[src/rtl/rwd_pkg.sv]
// Purpose: Shared constants and types for the runaway watchdog and reset.
// Assumes: 25 MHz reference clock, AHB-Lite register access.
// Notes:   Control register fields are packed from bit 5 down to bit 0.
package rwd_pkg;

    // ************************************************************
    // Bus and register map
    // ************************************************************
    localparam int          ADDR_W         = 16;
    localparam logic [15:0] WDT_CTRL_OFS   = 16'h7F0C;
    localparam int          HTRANS_ACT_BIT = 1;
    localparam logic        HRESP_OKAY     = 1'b0;

    // ************************************************************
    // Control register layout and reset values
    // ************************************************************
    localparam int          CTRL_W         = 6;
    localparam logic [5:0]  CTRL_RST       = 6'h00;
    localparam int          BIT_START      = 0;
    localparam int          BIT_RUNAWAY    = 1;
    localparam int          BIT_SPARE      = 2;
    localparam int          BIT_STBY_STOP  = 3;
    localparam int          BIT_WDT_RST    = 4;
    localparam int          BIT_ACTION     = 5;

    // ************************************************************
    // Counter, vectors and timing
    // ************************************************************
    localparam int          CNT_W          = 3;
    localparam logic [2:0]  CNT_MAX        = 3'h7;
    localparam logic [2:0]  CNT_ZERO       = 3'h0;
    localparam logic [23:0] RESET_VECTOR   = 24'h008000;
    localparam logic [15:0] SP_RESET       = 16'h0000;
    localparam int          CLK_PERIOD_NS  = 40;
    localparam int          RST_PIN_MIN_NS = 10000;
    // Least time, rounded up to whole cycles
    localparam int          RST_HOLD_CYC   =
        (RST_PIN_MIN_NS + CLK_PERIOD_NS - 1) / CLK_PERIOD_NS;
    localparam int          HOLD_W         = 16;

    typedef enum logic {
        PH_RUN,
        PH_RESET
    } rwd_phase_e;

    typedef struct packed {
        logic action_reset;
        logic wdt_rst_flag;
        logic standby_stop;
        logic spare_flag;
        logic runaway;
        logic start;
    } rwd_ctrl_s;

    typedef struct packed {
        rwd_ctrl_s          ctrl;
        logic [CNT_W-1:0]   cnt;
        rwd_phase_e         phase;
        logic [HOLD_W-1:0]  hold;
        logic               pin_s1;
        logic               pin_s2;
        logic               dp_wr;
        logic               dp_hit;
        logic [31:0]        hrdata;
        logic               irq;
        logic               sel_rc;
        logic [23:0]        vector;
        logic [15:0]        sp_init;
    } rwd_state_s;

endpackage

[src/rtl/rwd_watchdog.sv]
// Purpose: Reset generation and runaway watchdog with one control register.
// Assumes: Inputs other than i_rst_n and i_reset_pin_n synchronous to i_ref_clk; base timer pulses one cycle.
// Notes:   Zero wait state AHB-Lite slave; unmapped reads return zero.
//
// Function
// External circuit holds reset pin low at least 10 us after supply.
// A software reset instruction also resets the device.
// Every reset source yields a reset synchronised to the system clock.
// Any reset selects the internal RC oscillator as system clock.
// Reset clears the stack pointer; data RAM is never initialised.
// Watchdog core is a 3-bit up counter stepped by base timer pulses.
// Wrap from maximum to zero is the runaway overflow.
// Overflow sets the runaway flag at bit 1.
// Bit 5 selects overflow action: 1 reset, 0 interrupt.
// Reset mode loads PC with 008000H and resets peripheral registers.
// Watchdog reset keeps bits 5 to 2 and clears bits 1 and 0.
// Interrupt mode raises vectored interrupt, counting continues, flag set.
// Watchdog or improper-start reset sets bit 4, never cleared by them.
// With bit 3 set, standby entry clears start and stops counting.
// Writing start 1 starts the watchdog and locks the register.
// Start cleared by pin, reset overflow, software reset, stopped standby.
// Software always writes zero to bits 7 and 6.
// Bit 2 is a plain software flag with no hardware effect.
// Starting with base timer stopped or its oscillator off resets.
// Software runs the base timer before starting the watchdog.
// Only the bit-clear of bit 0 clears the running counter.
`timescale 1ns/1ps

module rwd_watchdog #(
    parameter int RST_HOLD = rwd_pkg::RST_HOLD_CYC
) (
    input  wire logic                       i_ref_clk,
    input  wire logic                       i_rst_n,
    input  wire logic                       i_hsel,
    input  wire logic [rwd_pkg::ADDR_W-1:0] i_haddr,
    input  wire logic [1:0]                 i_htrans,
    input  wire logic                       i_hwrite,
    input  wire logic [2:0]                 i_hsize,
    input  wire logic [31:0]                i_hwdata,
    input  wire logic                       i_hready,
    output logic [31:0]                     o_hrdata,
    output logic                            o_hreadyout,
    output logic                            o_hresp,
    input  wire logic                       i_reset_pin_n,
    input  wire logic                       i_sw_reset,
    input  wire logic                       i_bitclr_start,
    input  wire logic                       i_base_tick,
    input  wire logic                       i_base_run,
    input  wire logic                       i_base_osc_en,
    input  wire logic                       i_standby_enter,
    input  wire logic                       i_clk_switch_req,
    output logic                            o_sys_rst_n,
    output logic                            o_periph_rst_n,
    output logic                            o_sel_rc_clk,
    output logic                            o_wdt_irq,
    output logic [23:0]                     o_pc_vector,
    output logic [15:0]                     o_sp_init
);

    // ************************************************************
    // Decode
    // ************************************************************
    function automatic logic ctrl_hit(input logic [rwd_pkg::ADDR_W-1:0] a);
        ctrl_hit = (a[rwd_pkg::ADDR_W-1:2] ==
                    rwd_pkg::WDT_CTRL_OFS[rwd_pkg::ADDR_W-1:2]);
    endfunction

    rwd_pkg::rwd_state_s st_r;
    rwd_pkg::rwd_state_s st_nxt;

    logic addr_ph;
    logic wr_go;
    logic pin_low;
    logic ovf;
    logic bad_start;
    logic wdt_rst;
    logic any_rst;

    assign addr_ph = i_hsel && i_hready && i_htrans[rwd_pkg::HTRANS_ACT_BIT];
    // Writes are ignored once the watchdog runs
    // write lock
    assign wr_go   = st_r.dp_wr && st_r.dp_hit && !st_r.ctrl.start;
    // pin sampled
    assign pin_low = !st_r.pin_s2;
    // wrap is overflow
    assign ovf     = st_r.ctrl.start && i_base_tick && !i_bitclr_start &&
                     (st_r.cnt == rwd_pkg::CNT_MAX);
    // improper start
    assign bad_start = wr_go && i_hwdata[rwd_pkg::BIT_START] &&
                       (!i_base_run || !i_base_osc_en);
    // action select
    assign wdt_rst = (ovf && st_r.ctrl.action_reset) || bad_start;
    assign any_rst = pin_low || wdt_rst || i_sw_reset;

    // ************************************************************
    // Next state
    // ************************************************************
    always_comb begin
        st_nxt        = st_r;
        st_nxt.irq    = 1'b0;
        st_nxt.pin_s1 = i_reset_pin_n;
        st_nxt.pin_s2 = st_r.pin_s1;

        // Bus address phase capture
        if (i_hready) begin
            st_nxt.dp_wr  = addr_ph && i_hwrite;
            st_nxt.dp_hit = addr_ph && ctrl_hit(i_haddr);
        end

        // spare flag plain
        // upper bits dropped
        if (wr_go) begin
            st_nxt.ctrl = rwd_pkg::rwd_ctrl_s'(
                i_hwdata[rwd_pkg::CTRL_W-1:0]);
        end

        // three bit counter
        // only bit clear
        if (!st_r.ctrl.start || i_bitclr_start) begin
            st_nxt.cnt = rwd_pkg::CNT_ZERO;
        end else if (i_base_tick) begin
            st_nxt.cnt = st_r.cnt + 3'h1;
        end

        // runaway flag
        // interrupt mode
        if (ovf && !st_r.ctrl.action_reset) begin
            st_nxt.ctrl.runaway = 1'b1;
            st_nxt.irq          = 1'b1;
        end

        // standby stop
        if (i_standby_enter && st_r.ctrl.standby_stop) begin
            st_nxt.ctrl.start = 1'b0;
            st_nxt.cnt        = rwd_pkg::CNT_ZERO;
        end

        // software reset
        // start cleared
        if (i_sw_reset) begin
            st_nxt.ctrl.runaway = 1'b0;
            st_nxt.ctrl.start   = 1'b0;
            st_nxt.cnt          = rwd_pkg::CNT_ZERO;
        end

        // keep bits 5..2
        // reset flag set
        if (wdt_rst) begin
            st_nxt.ctrl.wdt_rst_flag = 1'b1;
            st_nxt.ctrl.runaway      = 1'b0;
            st_nxt.ctrl.start        = 1'b0;
            st_nxt.cnt               = rwd_pkg::CNT_ZERO;
        end

        // Pin reset wins over every other source
        if (pin_low) begin
            st_nxt.ctrl = rwd_pkg::rwd_ctrl_s'(rwd_pkg::CTRL_RST);
            st_nxt.cnt  = rwd_pkg::CNT_ZERO;
        end

        // synchronous reset hold
        // Hold stretches short pulses to a full reset
        if (any_rst) begin
            st_nxt.phase = rwd_pkg::PH_RESET;
            st_nxt.hold  = rwd_pkg::HOLD_W'(RST_HOLD - 1);
        end else if (st_r.phase == rwd_pkg::PH_RESET) begin
            if (st_r.hold == '0) begin
                st_nxt.phase = rwd_pkg::PH_RUN;
            end else begin
                st_nxt.hold = st_r.hold - 1'b1;
            end
        end

        // RC clock on reset
        if (any_rst) begin
            st_nxt.sel_rc = 1'b1;
        end else if (i_clk_switch_req && st_r.phase == rwd_pkg::PH_RUN) begin
            st_nxt.sel_rc = 1'b0;
        end

        // PC vector
        // stack pointer zero
        st_nxt.vector  = rwd_pkg::RESET_VECTOR;
        st_nxt.sp_init = rwd_pkg::SP_RESET;

        // Read data uses the next value so a write just ahead is seen
        if (addr_ph && !i_hwrite) begin
            if (ctrl_hit(i_haddr)) begin
                st_nxt.hrdata = {26'h0000000, st_nxt.ctrl};
            end else begin
                st_nxt.hrdata = 32'h00000000;
            end
        end
    end

    // ************************************************************
    // State register
    // ************************************************************
    always_ff @(posedge i_ref_clk or negedge i_rst_n) begin
        if (!i_rst_n) begin
            st_r.ctrl    <= rwd_pkg::rwd_ctrl_s'(rwd_pkg::CTRL_RST);
            st_r.cnt     <= rwd_pkg::CNT_ZERO;
            st_r.phase   <= rwd_pkg::PH_RESET;
            st_r.hold    <= rwd_pkg::HOLD_W'(RST_HOLD - 1);
            st_r.pin_s1  <= 1'b0;
            st_r.pin_s2  <= 1'b0;
            st_r.dp_wr   <= 1'b0;
            st_r.dp_hit  <= 1'b0;
            st_r.hrdata  <= 32'h00000000;
            st_r.irq     <= 1'b0;
            st_r.sel_rc  <= 1'b1;
            st_r.vector  <= rwd_pkg::RESET_VECTOR;
            st_r.sp_init <= rwd_pkg::SP_RESET;
        end else begin
            st_r <= st_nxt;
        end
    end

    // ************************************************************
    // Outputs
    // ************************************************************
    assign o_hrdata       = st_r.hrdata;
    assign o_hreadyout    = 1'b1;
    assign o_hresp        = rwd_pkg::HRESP_OKAY;
    assign o_sys_rst_n    = (st_r.phase == rwd_pkg::PH_RUN);
    // Interrupt mode never touches peripheral registers
    assign o_periph_rst_n = (st_r.phase == rwd_pkg::PH_RUN);
    assign o_sel_rc_clk   = st_r.sel_rc;
    assign o_wdt_irq      = st_r.irq;
    assign o_pc_vector    = st_r.vector;
    assign o_sp_init      = st_r.sp_init;

    // ************************************************************
    // Assertions
    // ************************************************************
    a_cnt_wrap: assert property (
        @(posedge i_ref_clk) disable iff (!i_rst_n)
        (st_r.ctrl.start && i_base_tick && !i_bitclr_start &&
         st_r.cnt == rwd_pkg::CNT_MAX)
        |=> (st_r.cnt == rwd_pkg::CNT_ZERO))
        else $error("counter did not wrap to zero");

    a_cnt_step: assert property (
        @(posedge i_ref_clk) disable iff (!i_rst_n)
        (st_r.ctrl.start && i_base_tick && !i_bitclr_start &&
         !i_standby_enter && !i_sw_reset && st_r.pin_s2 &&
         st_r.cnt != rwd_pkg::CNT_MAX)
        |=> (st_r.cnt == $past(st_r.cnt) + 3'h1))
        else $error("counter did not step on base tick");

    a_cnt_hold: assert property (
        @(posedge i_ref_clk) disable iff (!i_rst_n)
        (st_r.ctrl.start && !i_base_tick && !i_bitclr_start &&
         !i_standby_enter && !i_sw_reset && st_r.pin_s2)
        |=> (st_r.cnt == $past(st_r.cnt)))
        else $error("counter changed without tick or clear");

    a_irq_mode: assert property (
        @(posedge i_ref_clk) disable iff (!i_rst_n)
        (ovf && !st_r.ctrl.action_reset && !i_sw_reset && st_r.pin_s2 &&
         !i_standby_enter)
        |=> (o_wdt_irq && st_r.ctrl.runaway && st_r.ctrl.start &&
             !$fell(o_periph_rst_n)))
        else $error("interrupt mode overflow handled wrongly");

    a_rst_mode: assert property (
        @(posedge i_ref_clk) disable iff (!i_rst_n)
        (ovf && st_r.ctrl.action_reset && st_r.pin_s2)
        |=> (!o_sys_rst_n && st_r.ctrl.wdt_rst_flag &&
             !st_r.ctrl.runaway && !st_r.ctrl.start &&
             st_r.ctrl.action_reset && !o_wdt_irq))
        else $error("reset mode overflow handled wrongly");

    a_write_lock: assert property (
        @(posedge i_ref_clk) disable iff (!i_rst_n)
        (st_r.ctrl.start && st_r.dp_wr && st_r.dp_hit && !ovf &&
         !i_standby_enter && !i_sw_reset && st_r.pin_s2)
        |=> (st_r.ctrl == $past(st_r.ctrl)))
        else $error("write changed a locked control register");

    a_bad_start: assert property (
        @(posedge i_ref_clk) disable iff (!i_rst_n)
        (wr_go && i_hwdata[rwd_pkg::BIT_START] && st_r.pin_s2 &&
         (!i_base_run || !i_base_osc_en))
        |=> (!o_sys_rst_n && st_r.ctrl.wdt_rst_flag && !st_r.ctrl.start))
        else $error("improper start did not reset");

    a_rst_hold: assert property (
        @(posedge i_ref_clk) disable iff (!i_rst_n)
        $fell(o_sys_rst_n) |-> (!o_sys_rst_n && o_sel_rc_clk) [*8])
        else $error("reset released too early");

    a_sw_reset: assert property (
        @(posedge i_ref_clk) disable iff (!i_rst_n)
        i_sw_reset |=> (!o_sys_rst_n && !st_r.ctrl.start &&
                        !st_r.ctrl.runaway))
        else $error("software reset did not take effect");

    a_stby_stop: assert property (
        @(posedge i_ref_clk) disable iff (!i_rst_n)
        (i_standby_enter && st_r.ctrl.standby_stop)
        |=> (!st_r.ctrl.start && st_r.cnt == rwd_pkg::CNT_ZERO))
        else $error("standby did not stop the watchdog");

    a_rc_select: assert property (
        @(posedge i_ref_clk) disable iff (!i_rst_n)
        !o_sys_rst_n |-> o_sel_rc_clk)
        else $error("RC clock not selected during reset");

    a_flag_sticky: assert property (
        @(posedge i_ref_clk) disable iff (!i_rst_n)
        (st_r.ctrl.wdt_rst_flag && st_r.pin_s2 && !wr_go)
        |=> st_r.ctrl.wdt_rst_flag)
        else $error("watchdog reset flag lost without a write");

    a_pin_clear: assert property (
        @(posedge i_ref_clk) disable iff (!i_rst_n)
        !st_r.pin_s2
        |=> (!o_sys_rst_n &&
             st_r.ctrl == rwd_pkg::rwd_ctrl_s'(rwd_pkg::CTRL_RST)))
        else $error("pin reset did not clear the control register");

    a_stby_keep: assert property (
        @(posedge i_ref_clk) disable iff (!i_rst_n)
        (i_standby_enter && !st_r.ctrl.standby_stop && st_r.ctrl.start &&
         !i_sw_reset && !wdt_rst && st_r.pin_s2)
        |=> st_r.ctrl.start)
        else $error("standby without stop select halted the watchdog");

    a_vector_fixed: assert property (
        @(posedge i_ref_clk) disable iff (!i_rst_n)
        !o_sys_rst_n |-> (o_pc_vector == rwd_pkg::RESET_VECTOR &&
                          o_sp_init == rwd_pkg::SP_RESET))
        else $error("reset vector or stack pointer value wrong");

    a_clk_switch: assert property (
        @(posedge i_ref_clk) disable iff (!i_rst_n)
        (i_clk_switch_req && o_sys_rst_n && !any_rst) |=> !o_sel_rc_clk)
        else $error("clock switch request ignored");

    a_spare_write: assert property (
        @(posedge i_ref_clk) disable iff (!i_rst_n)
        (wr_go && st_r.pin_s2)
        |=> (st_r.ctrl.spare_flag == $past(i_hwdata[rwd_pkg::BIT_SPARE])))
        else $error("spare flag did not take the written value");

endmodule

[config.mk]
export PLATFORM = sky130hd
export DESIGN_NAME = rwd_watchdog
export DESIGN_NICKNAME = d
export VERILOG_FILES = /design/src/rtl/rwd_pkg.sv /design/src/rtl/rwd_watchdog.sv
export SDC_FILE = /design/constraint.sdc
export NUM_CORES = 1
export LEC_CHECK = 0
export ABC_AREA = 0
export BUFFER_PORTS_ARGS = -buffer_cell sky130_fd_sc_hd__buf_2
export CAP_MARGIN = 20
export CORE_MARGIN = 2
export CORE_UTILIZATION = 45
export CTS_BUF_LIST = sky130_fd_sc_hd__clkbuf_8
export CTS_CLUSTER_SIZE = 28
export DETAILED_ROUTE_END_ITERATION = 7
export MAX_ROUTING_LAYER = met4
export PLACE_DENSITY = 0.78
export SKIP_LAST_GASP = 1
export SYNTH_ARGS = -nofsm -noshare
export SYNTH_HDL_FRONTEND = slang
export SYNTH_SLANG_ARGS = --single-unit
[constraint.sdc]
create_clock -name i_ref_clk -period 2.65 [get_ports i_ref_clk]
set_input_delay 0.3975 -clock i_ref_clk [delete_from_list [all_inputs] [get_ports i_ref_clk]]
set_output_delay 0.3975 -clock i_ref_clk [all_outputs]
set_load 0.01 [all_outputs]
# Word-level counts from Yosys, hierarchy flattened
# Index checks and enable logic that the tools add are counted.
# word_totals
register_bits,64
output_inout_bits,78
word_cells,72
# classes
add_sub_neg,2
n_eq_ne,4
n_mux,17
bitwise,1
reduce_logical,32
# ops
cell,n
17-bit two-way mux,2
1-bit logical AND,16
16-bit zero test,1
16-bit two-way mux,1
"16-bit by 1-bit subtractor with 16-bit output, second input constant",1
"14-bit by 13-bit equality test with 1-bit output, second input constant",1
6-bit two-way mux,2
5-bit two-way mux,2
9-bit two-way mux,1
1-bit zero test,7
1-bit two-way mux,6
3-bit two-way mux,2
"6-bit by 3-bit inequality test with 1-bit output, second input constant",1
1-bit logical OR,5
4-bit two-way mux,1
2-bit nonzero test,2
"3-bit by 1-bit adder with 3-bit output, second input constant",1
"3-bit equality test, second input constant",1
"2-bit inequality test, second input constant",1
2-bit AND reduction,1
1-bit inverter,1

# Depth between registers and ports, before layout
# Gate-level depths: netlist (run 1).
# depth
word_depth,9
mapped_depth,7

# Worst setup path before layout (run 1)
# OpenSTA, ideal clock, no wires.
# synth_timing
kind,reg2reg
startpoint,register st_r[78] (netlist bit)
endpoint,register st_r[85] (netlist bit)
setup_time_ns,0.064
arrival_ns,1.825
t_required_ns,2.586
slack_ns,0.761
path_stages_with_launch,8
path_buffers,1
synth_period_minus_slack_ns,1.889
cell_sequence,dfstp_2 inv_1 ha_1 nor2b_1 and4_1 clkbuf_2 or4_1 nand3_1
# synth_via
elab_chain_cells,4
# synth_lines
item,line_no,rtl
"start, declared",rwd_watchdog.sv:68,rwd_pkg::rwd_state_s st_r;
"start signal, assigned",rwd_watchdog.sv:215,st_r <= st_nxt;
16-bit by 1-bit subtractor with 16-bit output,rwd_watchdog.sv:170,st_nxt.hold = st_r.hold - 1'b1;
16-bit two-way mux,rwd_watchdog.sv:167,if (st_r.hold == '0) begin
17-bit two-way mux,rwd_watchdog.sv:166,end else if (st_r.phase == rwd_pkg::PH_RESET) begin
17-bit two-way mux,rwd_watchdog.sv:163,if (any_rst) begin
# Several ways; a longest one is shown, not always the timed one. The select of a mux whose other input is x is not followed.
# A chain may end at the register's enable or synchronous reset.

# Worst setup path in the final report (run 1)
# layout_timing
startpoint,register st_r[95] (netlist bit)
endpoint,register st_r[95] (netlist bit)
# layout_via
elab_chain_cells,7
# layout_lines
item,line_no,rtl
3-bit by 1-bit adder with 3-bit output,rwd_watchdog.sv:122,st_nxt.cnt = st_r.cnt + 3'h1;
3-bit two-way mux,rwd_watchdog.sv:121,end else if (i_base_tick) begin
3-bit two-way mux,rwd_watchdog.sv:119,if (!st_r.ctrl.start || i_bitclr_start) begin
4-bit two-way mux,rwd_watchdog.sv:133,if (i_standby_enter && st_r.ctrl.standby_stop) begin
5-bit two-way mux,rwd_watchdog.sv:140,if (i_sw_reset) begin
5-bit two-way mux,rwd_watchdog.sv:148,if (wdt_rst) begin
9-bit two-way mux,rwd_watchdog.sv:156,if (pin_low) begin
# Several ways; a longest one is shown, not always the timed one. The select of a mux whose other input is x is not followed.

==> results of run 1 <==
## Yosys cell counts (all sizes together) (2+ instances only)
master,count
nand4,3
a21oi,11
or4,7
or2,2
and2,3
mux2i,9
nand2,10
nand3b,2
nor2b,5
nor2,9
nand4b,4
ha,3
dfstp,8
clkbuf,3
nor4,5
or3,3
nor3,3
buf,75
a211o,2
o31ai,4
or4b,2
o21ai,9
conb,2
dfrtp,30
nand3,3
inv,9
a22o,6
a211oi,3
## critical path: stages, from the launching register on
cell      delay (ns)
dfrtp_1         0.40
ha_1            0.22
ha_1            0.18
and4b_1         0.23
a221oi_2        0.62
nand4b_1        0.26
nor2_1          0.17
## cell type report
| cell class | instances | area (sq um) | share of cell area (%) |
|---|---|---|---|
| multi-input cells | 192 | 1130 | 44.8 |
| flip-flops and latches | 38 | 961 | 37.9 |
| repair buffers | 44 | 223 | 8.79 |
| well taps | 70 | 87.6 | 3.46 |
| clock buffers | 6 | 82.6 | 3.26 |
| inverters | 9 | 33.8 | 1.33 |
| clock inverters | 2 | 12.5 | 0.494 |
## flip-flops by register name, summed over array words and instances, names as in the netlist
name / count
o_hrdata: 6
o_wdt_irq: 1
st_nxt: 1
st_r: 29
o_sel_rc_clk: 1
## cell usage in the layout, fill, tap and decap left out, types with 2 or more instances in the layout
master,synthesis,routed
conb_1,2,68
buf_2,0,43
dfrtp_1,30,30
a21oi_1,11,11
nand2_1,10,10
mux2i_1,9,9
o21ai_0,9,9
nor2_1,9,9
inv_1,9,9
dfstp_2,8,8
or4_1,7,7
a22o_1,6,6
clkbuf_8,0,6
nor2b_1,5,5
nor4_1,4,4
nand4b_1,4,4
o31ai_1,4,4
and2_1,3,3
or3_1,3,3
nand3_1,3,3
nor3_1,3,3
a211oi_1,3,3
ha_1,3,3
nand3b_1,2,2
nand4_1,2,2
or4b_1,2,2
a211o_2,2,2
## worst max path at each step
stage	startpoint	to	slack, ns	depth (start not counted)
5_1_grt	st_r[95]	st_r[95]	0.33	6
4_1_cts	st_r[95]	st_r[95]	0.47	6
3_3_place_gp	st_r[95]	st_r[96]	0.59	6
3_5_place_dp	st_r[95]	st_r[95]	0.49	6
6_report	st_r[95]	st_r[95]	0.51	6
2_1_floorplan	st_r[78]	st_r[85]	0.76	7
## power groups by stage
stage	sequential, W	combinational, W	clock, W
finish	0.000591	0.000113	0.000420
global route	0.000592	0.000128	0.000457
CTS	0.000591	0.000113	0.000433
detailed placement	0.000602	0.000113	0
global placement	0.000602	0.000111	0
floorplan	0.000601	0.000143	0
## routing by layer
metal / global-route usage [%] / share of wire (%) / vias to the layer above
met4: 3.16 / 0.41 / 0
met2: 25.0 / 51 / 67
li1: - / - / 825
met3: 4.88 / 7.0 / 3
met1: 18.1 / 42 / 796
met5: - / 0 / -
## per-stage QoR
stage               cells  util, %  instance area (sq um)
floorplan             317        -                   2710
global placement      353     47.2                   2440
detailed placement    353     47.2                   2440
CTS                   361     49.0                   2530
global route          361     49.0                   2530
finish                361     49.0                   2530
## cells by family (layout without fill, tap and decap cells)
family / after synthesis / after routing / share of synthesized area [%]
AO/OA/AOI/OAI: 44 / 44 / 12.7
XOR/XNOR: 1 / 1 / 0.356
adder cells (fa/ha/maj): 3 / 3 / 1.53
buffers and inverters: 87 / 61 / 24.8
flip-flops: 38 / 38 / 39.1
multiplexers: 10 / 10 / 4.12
other: 2 / 68 / 0.306
AND/OR/NAND/NOR: 66 / 66 / 17.1
==> reports/qor.txt, run 1 <==
dpl hpwl = 3.27 mm
WL final = 4.34 mm
fin crit share = 80.8%
clk buf depth = 2
clock latency on the worst-skew pair = 0.30 ns
Reg power frac = 52.6%
Die Height = 77.9 microns
Slew headroom = 43.6%
Antenna Cells = 0
largest net degree at the start of global routing = 39
setup_tns = 0 ns
R2R cell count = 6
CP max FO = 7
Wirelength per Cell = 12.0 microns
share of cells above drive strength 1 = 24.1%
r2r setup slk = 0.51 ns
post-synth cell types = 48
LEAKAGE = 1.28 nW
Initial Utilization = 47.5%
Final setup viols = 0
Yosys top cell area share = 30.5%
drt pass-1 iters = 4
critical path arrival = 2.36 ns
via count = 1691
htree depth = 2
initial antenna violation count = 0
PortBufs = 43
worst reg2reg endpoint = st_r[95]
Synth Flop Type = dfrtp_1
Worst Setup End Kind = flop
CTS clock-pin slew for the worst setup and hold paths = 0.08 ns
Hold Buf Count CTS = 0
initial DRC count = 46
Highest Clock Rate = 467 MHz
Worst Hold Margin = 0.203 ns
Pwr Total = 0.00112 W
CORE AREA = 5170 sq um
combinational share of power = 10.1%
Max-Cap Viols = 0
Filler cells = 527
PwrDens = 444 nW/um^2
min Tclk post-route = 2.14 ns
Critical Path RT = 2.87 ns
Switch Pwr = 0.000298 W
Clk pwr share = 37.4%
Sw Ratio = 26.5%
Worst Setup Start Kind = flop
GRT Util Overall = 15.1%
Layout area overhead = 3.16%
Setup Fix Bufs, Post-CTS = 0
clk root buf = clkbuf_8
DRC = 0
pre-CTS setup slack = 0.493 ns
status = finished clean
vias in the first global route = 1568
Synth Warn # = 0
Reg-to-Reg Start = st_r[95]
worst hold path type = in -> async
Total Nets Final = 359
CTS Buf Count = 5
Rows = 26
max-slew violations = 0
worst setup path category = reg -> reg
Vias per Instance = 4.68
final setup skew = 0.00749 ns
largest area contributor in the netlist = dfrtp_1
Worst-Margin Slew = 0.846 ns
clk sinks = 38
cell-internal power = 0.000826 W
Seq cells post-synth = 38
setup ws final = 0.509 ns
number of synthesized flops with an enable pin = 0
Die Wd = 77.9 microns
TritonCTS clock tree = built
die area = 6070 sq um
GRT overflow = 0
RSZ-0062 raised after global routing = false
Final Hold Fails = 0
Placer Congestion = 0.824
Ports = 144
worst vdd ir = 0.296 mV
Post-synth ARST share = 100%
first-pass GRT wire length = 7.10 mm
Mean Syn Cell Area = 9.79 sq um
remaining antenna violation count after routing = 0
sequential-to-total area share from yosys stat = 39.1%
Syn Std Cell Area = 2460 sq um
synth top area cells = dfrtp_1, buf_4, dfstp_2, mux2i_1, a21oi_1
Post-CTS Resized = 0
Syn Inst Count = 251
(Power assumes the default switching activity.)
==> run 2, diff against run 1 <==
Settings changed: ABC_AREA 0 to 1, CORE_UTILIZATION 45 to 47, PLACE_DENSITY 0.78 to 0.79.
Clock period 2.65 ns to 2.2 ns, I/O delays scaled along.
==> reports/qor.txt, run 2 <==
status = finished clean
count leader, synth = buf_4
via count = 2008 (+19%)
TritonCTS clock tree = built
Critical Path Stages = 9 (+3)
Initial Utilization = 48.9% (+1.4 points)
initial DRC count = 140 (+200%)
Max-Cap Viols = 0 (unchanged)
cell-internal power = 0.000991 W (+20%)
setup_tns = 0 ns (unchanged)
Synth Warn # = 0 (unchanged)
CP bufs+invs = 2 (+2)
first-pass GRT wire length = 7.85 mm (+11%)
most frequent cells in the layout = conb_1, nand2_1, buf_2
Clk pwr share = 37.6% (+0.2 points)
Post-synth top cells = buf_4, nand2_1, nor2_1, inv_1, dfrtp_1
Worst-Margin Slew = 0.814 ns (-0.0319 ns)
Vias per Instance = 4.45 (-5.0%)
Syn Inst Count = 338 (+35%)
vias in the first global route = 1844 (+18%)
worst setup path category = reg -> reg
Mean Syn Cell Area = 7.97 sq um (-19%)
commonest non-fill, non-tap cell in the layout = conb_1
Critical Path RT = 2.43 ns (-0.44 ns)
Sw Ratio = 27.0% (+0.43 points)
Post-synth ARST share = 100% (unchanged)
Total Nets Final = 447 (+25%)
Antenna Cells = 0 (unchanged)
Placer Congestion = 0.941 (+14%)
largest area contributor in the netlist = dfrtp_1
max-slew violations = 0 (unchanged)
Final setup viols = 0 (unchanged)
Post-CTS Resized = 0 (unchanged)
worst hold path type = in -> async
worst vdd ir = 0.234 mV (-21%)
Filler cells = 532 (+0.95%)
sequential-to-total area share from yosys stat = 35.7% (-3.4 points)
post-synth cell types = 35 (-27%)
Worst Setup End Kind = flop
largest net degree at the start of global routing = 39 (unchanged)
Syn Std Cell Area = 2690 sq um (+9.6%)
clock latency on the worst-skew pair = 0.30 ns (about the same)
DRC = 0 (unchanged)
Most flops, register = st_r
final setup skew = 0.00627 ns (-0.00123 ns)
CP max stage delay = 0.56 ns (-0.06 ns)
dpl cell area = 2670 sq um (+9.5%)
Setup Fix Bufs, Post-CTS = 0 (unchanged)
max FFs per register = 29 (unchanged)
Die Wd = 79.7 microns (+2.3%)
final std cells w/o fill = 451 (+25%)
die area = 6350 sq um (+4.7%)
Final Hold Fails = 0 (unchanged)
Critical Path Slowest Stage Cell = dfstp_2
clk buf depth = 2 (unchanged)
WL final = 4.52 mm (+4.2%)
family with the most delay on the worst path = simple AND/OR/NAND/NOR gates
RSZ-0062 raised after global routing = false
PortBufs = 43 (unchanged)
critical path arrival = 1.99 ns (-0.37 ns)
drt pass-1 iters = 4 (unchanged)
Reg power frac = 52.4% (-0.2 points)
Worst Setup Start Kind = flop
dpl cells = 443 (+25%)
clk root buf = clkbuf_8
fin crit share = 80.1% (-0.71 points)
Switch Pwr = 0.000366 W (+23%)
clk sinks = 38 (unchanged)
initial antenna violation count = 0 (unchanged)
combinational share of power = 10.0% (about the same)
Die Height = 79.7 microns (+2.3%)
Ports = 144 (unchanged)
remaining antenna violation count after routing = 0 (unchanged)
CORE AREA = 5510 sq um (+6.5%)
Highest Clock Rate = 568 MHz (+22%)
CP max FO = 10 (+3)
min Tclk post-route = 1.76 ns (-0.379 ns)
R2R cell count = 9 (+3)
htree depth = 2 (unchanged)
Hold Buf Count CTS = 0 (unchanged)
dpl hpwl = 3.59 mm (+9.8%)
number of synthesized flops with an enable pin = 0 (unchanged)
CTS clock-pin slew for the worst setup and hold paths = 0.08 ns (about the same)
Slew headroom = 45.7% (+2.1 points)
Synth Flop Type = dfrtp_1
GRT Util Overall = 15.9% (+0.86 points)
share of cells above drive strength 1 = 24.5% (+0.48 points)
Seq cells post-synth = 38 (unchanged)
CTS Buf Count = 5 (unchanged)
Yosys top cell area share = 27.9% (-2.7 points)
GRT overflow = 0 (unchanged)
PwrDens = 491 nW/um^2 (+11%)
Rows = 27 (+3.8%)
synth top area cells = dfrtp_1, buf_4, nand2_1, dfstp_2, nor2_1
critical-path cell list = inv_1, ha_1, nand3_4, nor2_4, nand2_4, nand2_8, nor2_2, inv_2, o21ai_2
LEAKAGE = 1.53 nW (+19%)
final instance area = 2770 sq um (+9.1%)
Layout area overhead = 2.74%
Wirelength per Cell = 10.0 microns (-17%)
[run 2: final timing paths]
| kind | start | to | slack (ns) |
|---|---|---|---|
| worst min-delay path | i_rst_n | st_r[90] | 0.12 |
| min in group i_ref_clk | i_reset_pin_n | st_nxt[76] | 0.13 |
| max in group asynchronous | i_rst_n | st_r[86] | 1.57 |
| worst max register to register | st_r[78] | st_r[92] | 0.44 |
| worst min register to register | st_nxt[76] | st_r[76] | 0.35 |
| worst max-delay path | st_r[78] | st_r[92] | 0.44 |
[run 2: cell type report]
class                      count  area (sq um)  area share (%)
timing repair buffer          43           215            7.78
inverter                      38           158            5.70
sequential                    38           961            34.7
multi-input combinational    252          1250            45.1
clock inverter                 2          12.5           0.452
clock buffer                   6          82.6            2.99
tap                           72          90.1            3.26
[run 2: per-stage QoR]
step | util, % | power [W] | setup WS (ns) | hold WS (ns)
after detailed placement | 48.5 | 0.000860 | 0.457 | 0.335
after CTS | 50.2 | 0.00137 | 0.435 | 0.126
final | 50.2 | 0.00136 | 0.438 | 0.118
after global routing | 50.2 | 0.00141 | 0.336 | 0.121
after floorplan | - | 0.000899 | 0.624 | 0.0344
after global placement | 48.5 | 0.000857 | 0.495 | 0.333
[run 2: cell families (layout without fill, tap and decap cells)]
| group | count (synthesis) | count (layout) | synth area share [%] |
|---|---|---|---|
| and+or+nand+nor | 154 | 154 | 29.3 |
| buffers and inverters | 114 | 89 | 27.2 |
| DFF | 38 | 38 | 35.7 |
| AOI/OAI and AO/OA | 23 | 23 | 4.88 |
| xor gates and xnor gates | 4 | 4 | 1.30 |
| adders and majority gates | 3 | 3 | 1.39 |
| other | 2 | 68 | 0.279 |
[run 2: power groups by stage]
stage,combinational (W),sequential [W],clock [W]
floorplan,0.000176,0.000723,0
global placement,0.000134,0.000724,0
global route,0.000156,0.000712,0.000544
finish,0.000136,0.000711,0.000510
CTS,0.000136,0.000711,0.000521
detailed placement,0.000136,0.000724,0
[run 2: routing by layer]
layer | global-route usage [%] | share of wire (%) | wire length [microns] | vias up
met5 | - | 0 | 0 | -
met4 | 6.21 | 1.5 | 68 | 0
met3 | 3.51 | 7.8 | 351 | 8
met2 | 26.8 | 50 | 2280 | 93
met1 | 18.6 | 40 | 1830 | 923
li1 | - | - | - | 984
==> run 3, diff against run 2 <==
Settings changed: ABC_AREA 1 to 0, CORE_UTILIZATION 47 to 41, PLACE_DENSITY 0.79 to 0.75.
Clock period 2.2 ns to 1.6 ns, I/O delays scaled along.
==> reports/qor.txt, run 3 (same netlist as run 1, synthesis figures left out) <==
status = finished with violations
failing checks = hold timing, setup timing
GRT overflow = 0 (unchanged)
worst setup path category = reg -> reg
Reg-to-Reg Start = st_r[95]
die area = 6630 sq um (+4.4%)
vias in the first global route = 1802 (-2.3%)
Ports = 144 (unchanged)
Worst Hold Margin = -0.00595 ns (-0.124 ns)
Max-Cap Viols = 0 (unchanged)
TritonCTS clock tree = built
max-slew violations = 0 (unchanged)
setup ws final = -0.222 ns (-0.660 ns)
DR top layer = met4
first-pass GRT wire length = 7.98 mm (+1.6%)
LEAKAGE = 1.50 nW (-2.1%)
initial antenna violation count = 0 (unchanged)
DRC = 0 (unchanged)
worst reg2reg endpoint = st_r[79]
final setup skew = 0.00639 ns (+0.000122 ns)
Worst Setup Start Kind = flop
Wirelength per Cell = 12.6 microns (+26%)
clk root buf = clkbuf_8
Hold Buf Count CTS = 0 (unchanged)
final instance area = 3040 sq um (+10%)
commonest non-fill, non-tap cell in the layout = conb_1
Critical Path RT = 1.81 ns (-0.62 ns)
Die Height = 81.4 microns (+2.2%)
CTS clock-pin slew for the worst setup and hold paths = 0.08 ns (about the same)
clk buf depth = 2 (unchanged)
dpl cell area = 2810 sq um (+5.1%)
Initial Utilization = 42.0% (-6.9 points)
dpl cells = 396 (-11%)
fin crit share = 114% (+34 points)
GRT Util Overall = 16.6% (+0.62 points)
Highest Clock Rate = 549 MHz (-3.3%)
Final Hold Fails = 11 (+11)
PortBufs = 43 (unchanged)
Die Wd = 81.4 microns (+2.2%)
initial DRC count = 84 (-40%)
CTS Buf Count = 5 (unchanged)
Most flops, register = st_r
largest net degree at the start of global routing = 39 (unchanged)
Final setup viols = 26 (+26)
M1 WL = 1.94 mm (+6.4%)
share of cells above drive strength 1 = 42.3% (+18 points)
met2 WL post-DR = 2.73 mm (+20%)
clock latency on the worst-skew pair = 0.29 ns (about the same)
Placer Congestion = 0.773 (-18%)
final std cells w/o fill = 406 (-10%)
worst vdd ir = 0.521 mV (+120%)
Antenna Cells = 0 (unchanged)
PwrDens = 673 nW/um^2 (+37%)
worst hold path type = in -> async
max FFs per register = 29 (unchanged)
routed wl met3 = 297 microns (-15%)
Vias per Instance = 4.69 (+5.4%)
Total Nets Final = 400 (-11%)
R2R cell count = 6 (-3)
CP max FO = 7 (-3)
critical path arrival = 2.03 ns (+0.04 ns)
min Tclk post-route = 1.82 ns (+0.0603 ns)
remaining antenna violation count after routing = 0 (unchanged)
r2r setup slk = -0.22 ns (-0.66 ns)
drt pass-1 iters = 4 (unchanged)
htree depth = 2 (unchanged)
final core utilization = 52.0% (+1.8 points)
via count = 1906 (-5.1%)
CORE AREA = 5850 sq um (+6.2%)
dpl hpwl = 3.81 mm (+5.9%)
RSZ-0062 raised after global routing = true
Rows = 28 (+3.7%)
most frequent cells in the layout = conb_1, buf_2, buf_4
Layout area overhead = 23.9%
Worst Setup End Kind = flop
clk sinks = 38 (unchanged)
WL final = 5.13 mm (+13%)
==> run 3: metal layers <==
metal / vias to the layer above / track usage, %
li1: 899 / -
met1: 909 / 18.0
met2: 81 / 29.0
met3: 17 / 3.30
met4: 0 / 7.80
met5: - / -
==> run 3: area by class of cell <==
type	instances	area [sq um]
multi-input combinational	192	1300
clock inverter	1	30.0
fill	532	2810
timing repair buffer	85	547
tap	75	93.8
sequential	38	961
inverter	9	33.8
clock buffer	6	82.6
==> run 3: what timing repair did <==
action | in CTS | in global routing
endpoints found under the hold margin | 0 | 0
pin swaps | 6 | 3
buffers inserted | 4 | 1
gates resized for setup | 10 | 14
setup endpoints to repair | 26 | 26
==> run 3: how the worst max path moves through the flow <==
stage	start	endpoint	slack (ns)	cells after the start
detailed placement	st_r[95]	st_r[78]	-0.28	7
floorplan	st_r[81]	st_r[91]	-0.14	4
global route	st_r[95]	st_r[79]	-0.29	6
finish	st_r[95]	st_r[79]	-0.22	6
CTS	st_r[95]	st_r[90]	-0.26	6
global placement	st_r[95]	st_r[78]	-0.20	7
==> run 3: power breakdown <==
part	leakage [nW]	internal, W	total, W	switching [W]
Clock	0.0573	0.000499	0.000832	0.000334
Combinational	0.941	0.0000842	0.000239	0.000155
Sequential	0.498	0.000971	0.000977	0.00000651
==> run 3: stage by stage <==
step / power [W] / worst slack, ns / setup TNS [ns]
3_3_place_gp: 0.00122 / -0.203 / -3.84
6_report: 0.00205 / -0.222 / -3.84
5_1_grt: 0.00214 / -0.291 / -5.69
3_5_place_dp: 0.00122 / -0.277 / -5.11
4_1_cts: 0.00207 / -0.263 / -4.88
2_1_floorplan: 0.00124 / -0.139 / -1.28
==> run 3: worst max-delay path, cell delays in order, from the launching register on <==
cell,delay (ns)
dfrtp_1,0.39
ha_2,0.21
ha_4,0.15
and4b_2,0.24
a221o_2,0.45
buf_12,0.17
a211oi_2,0.13
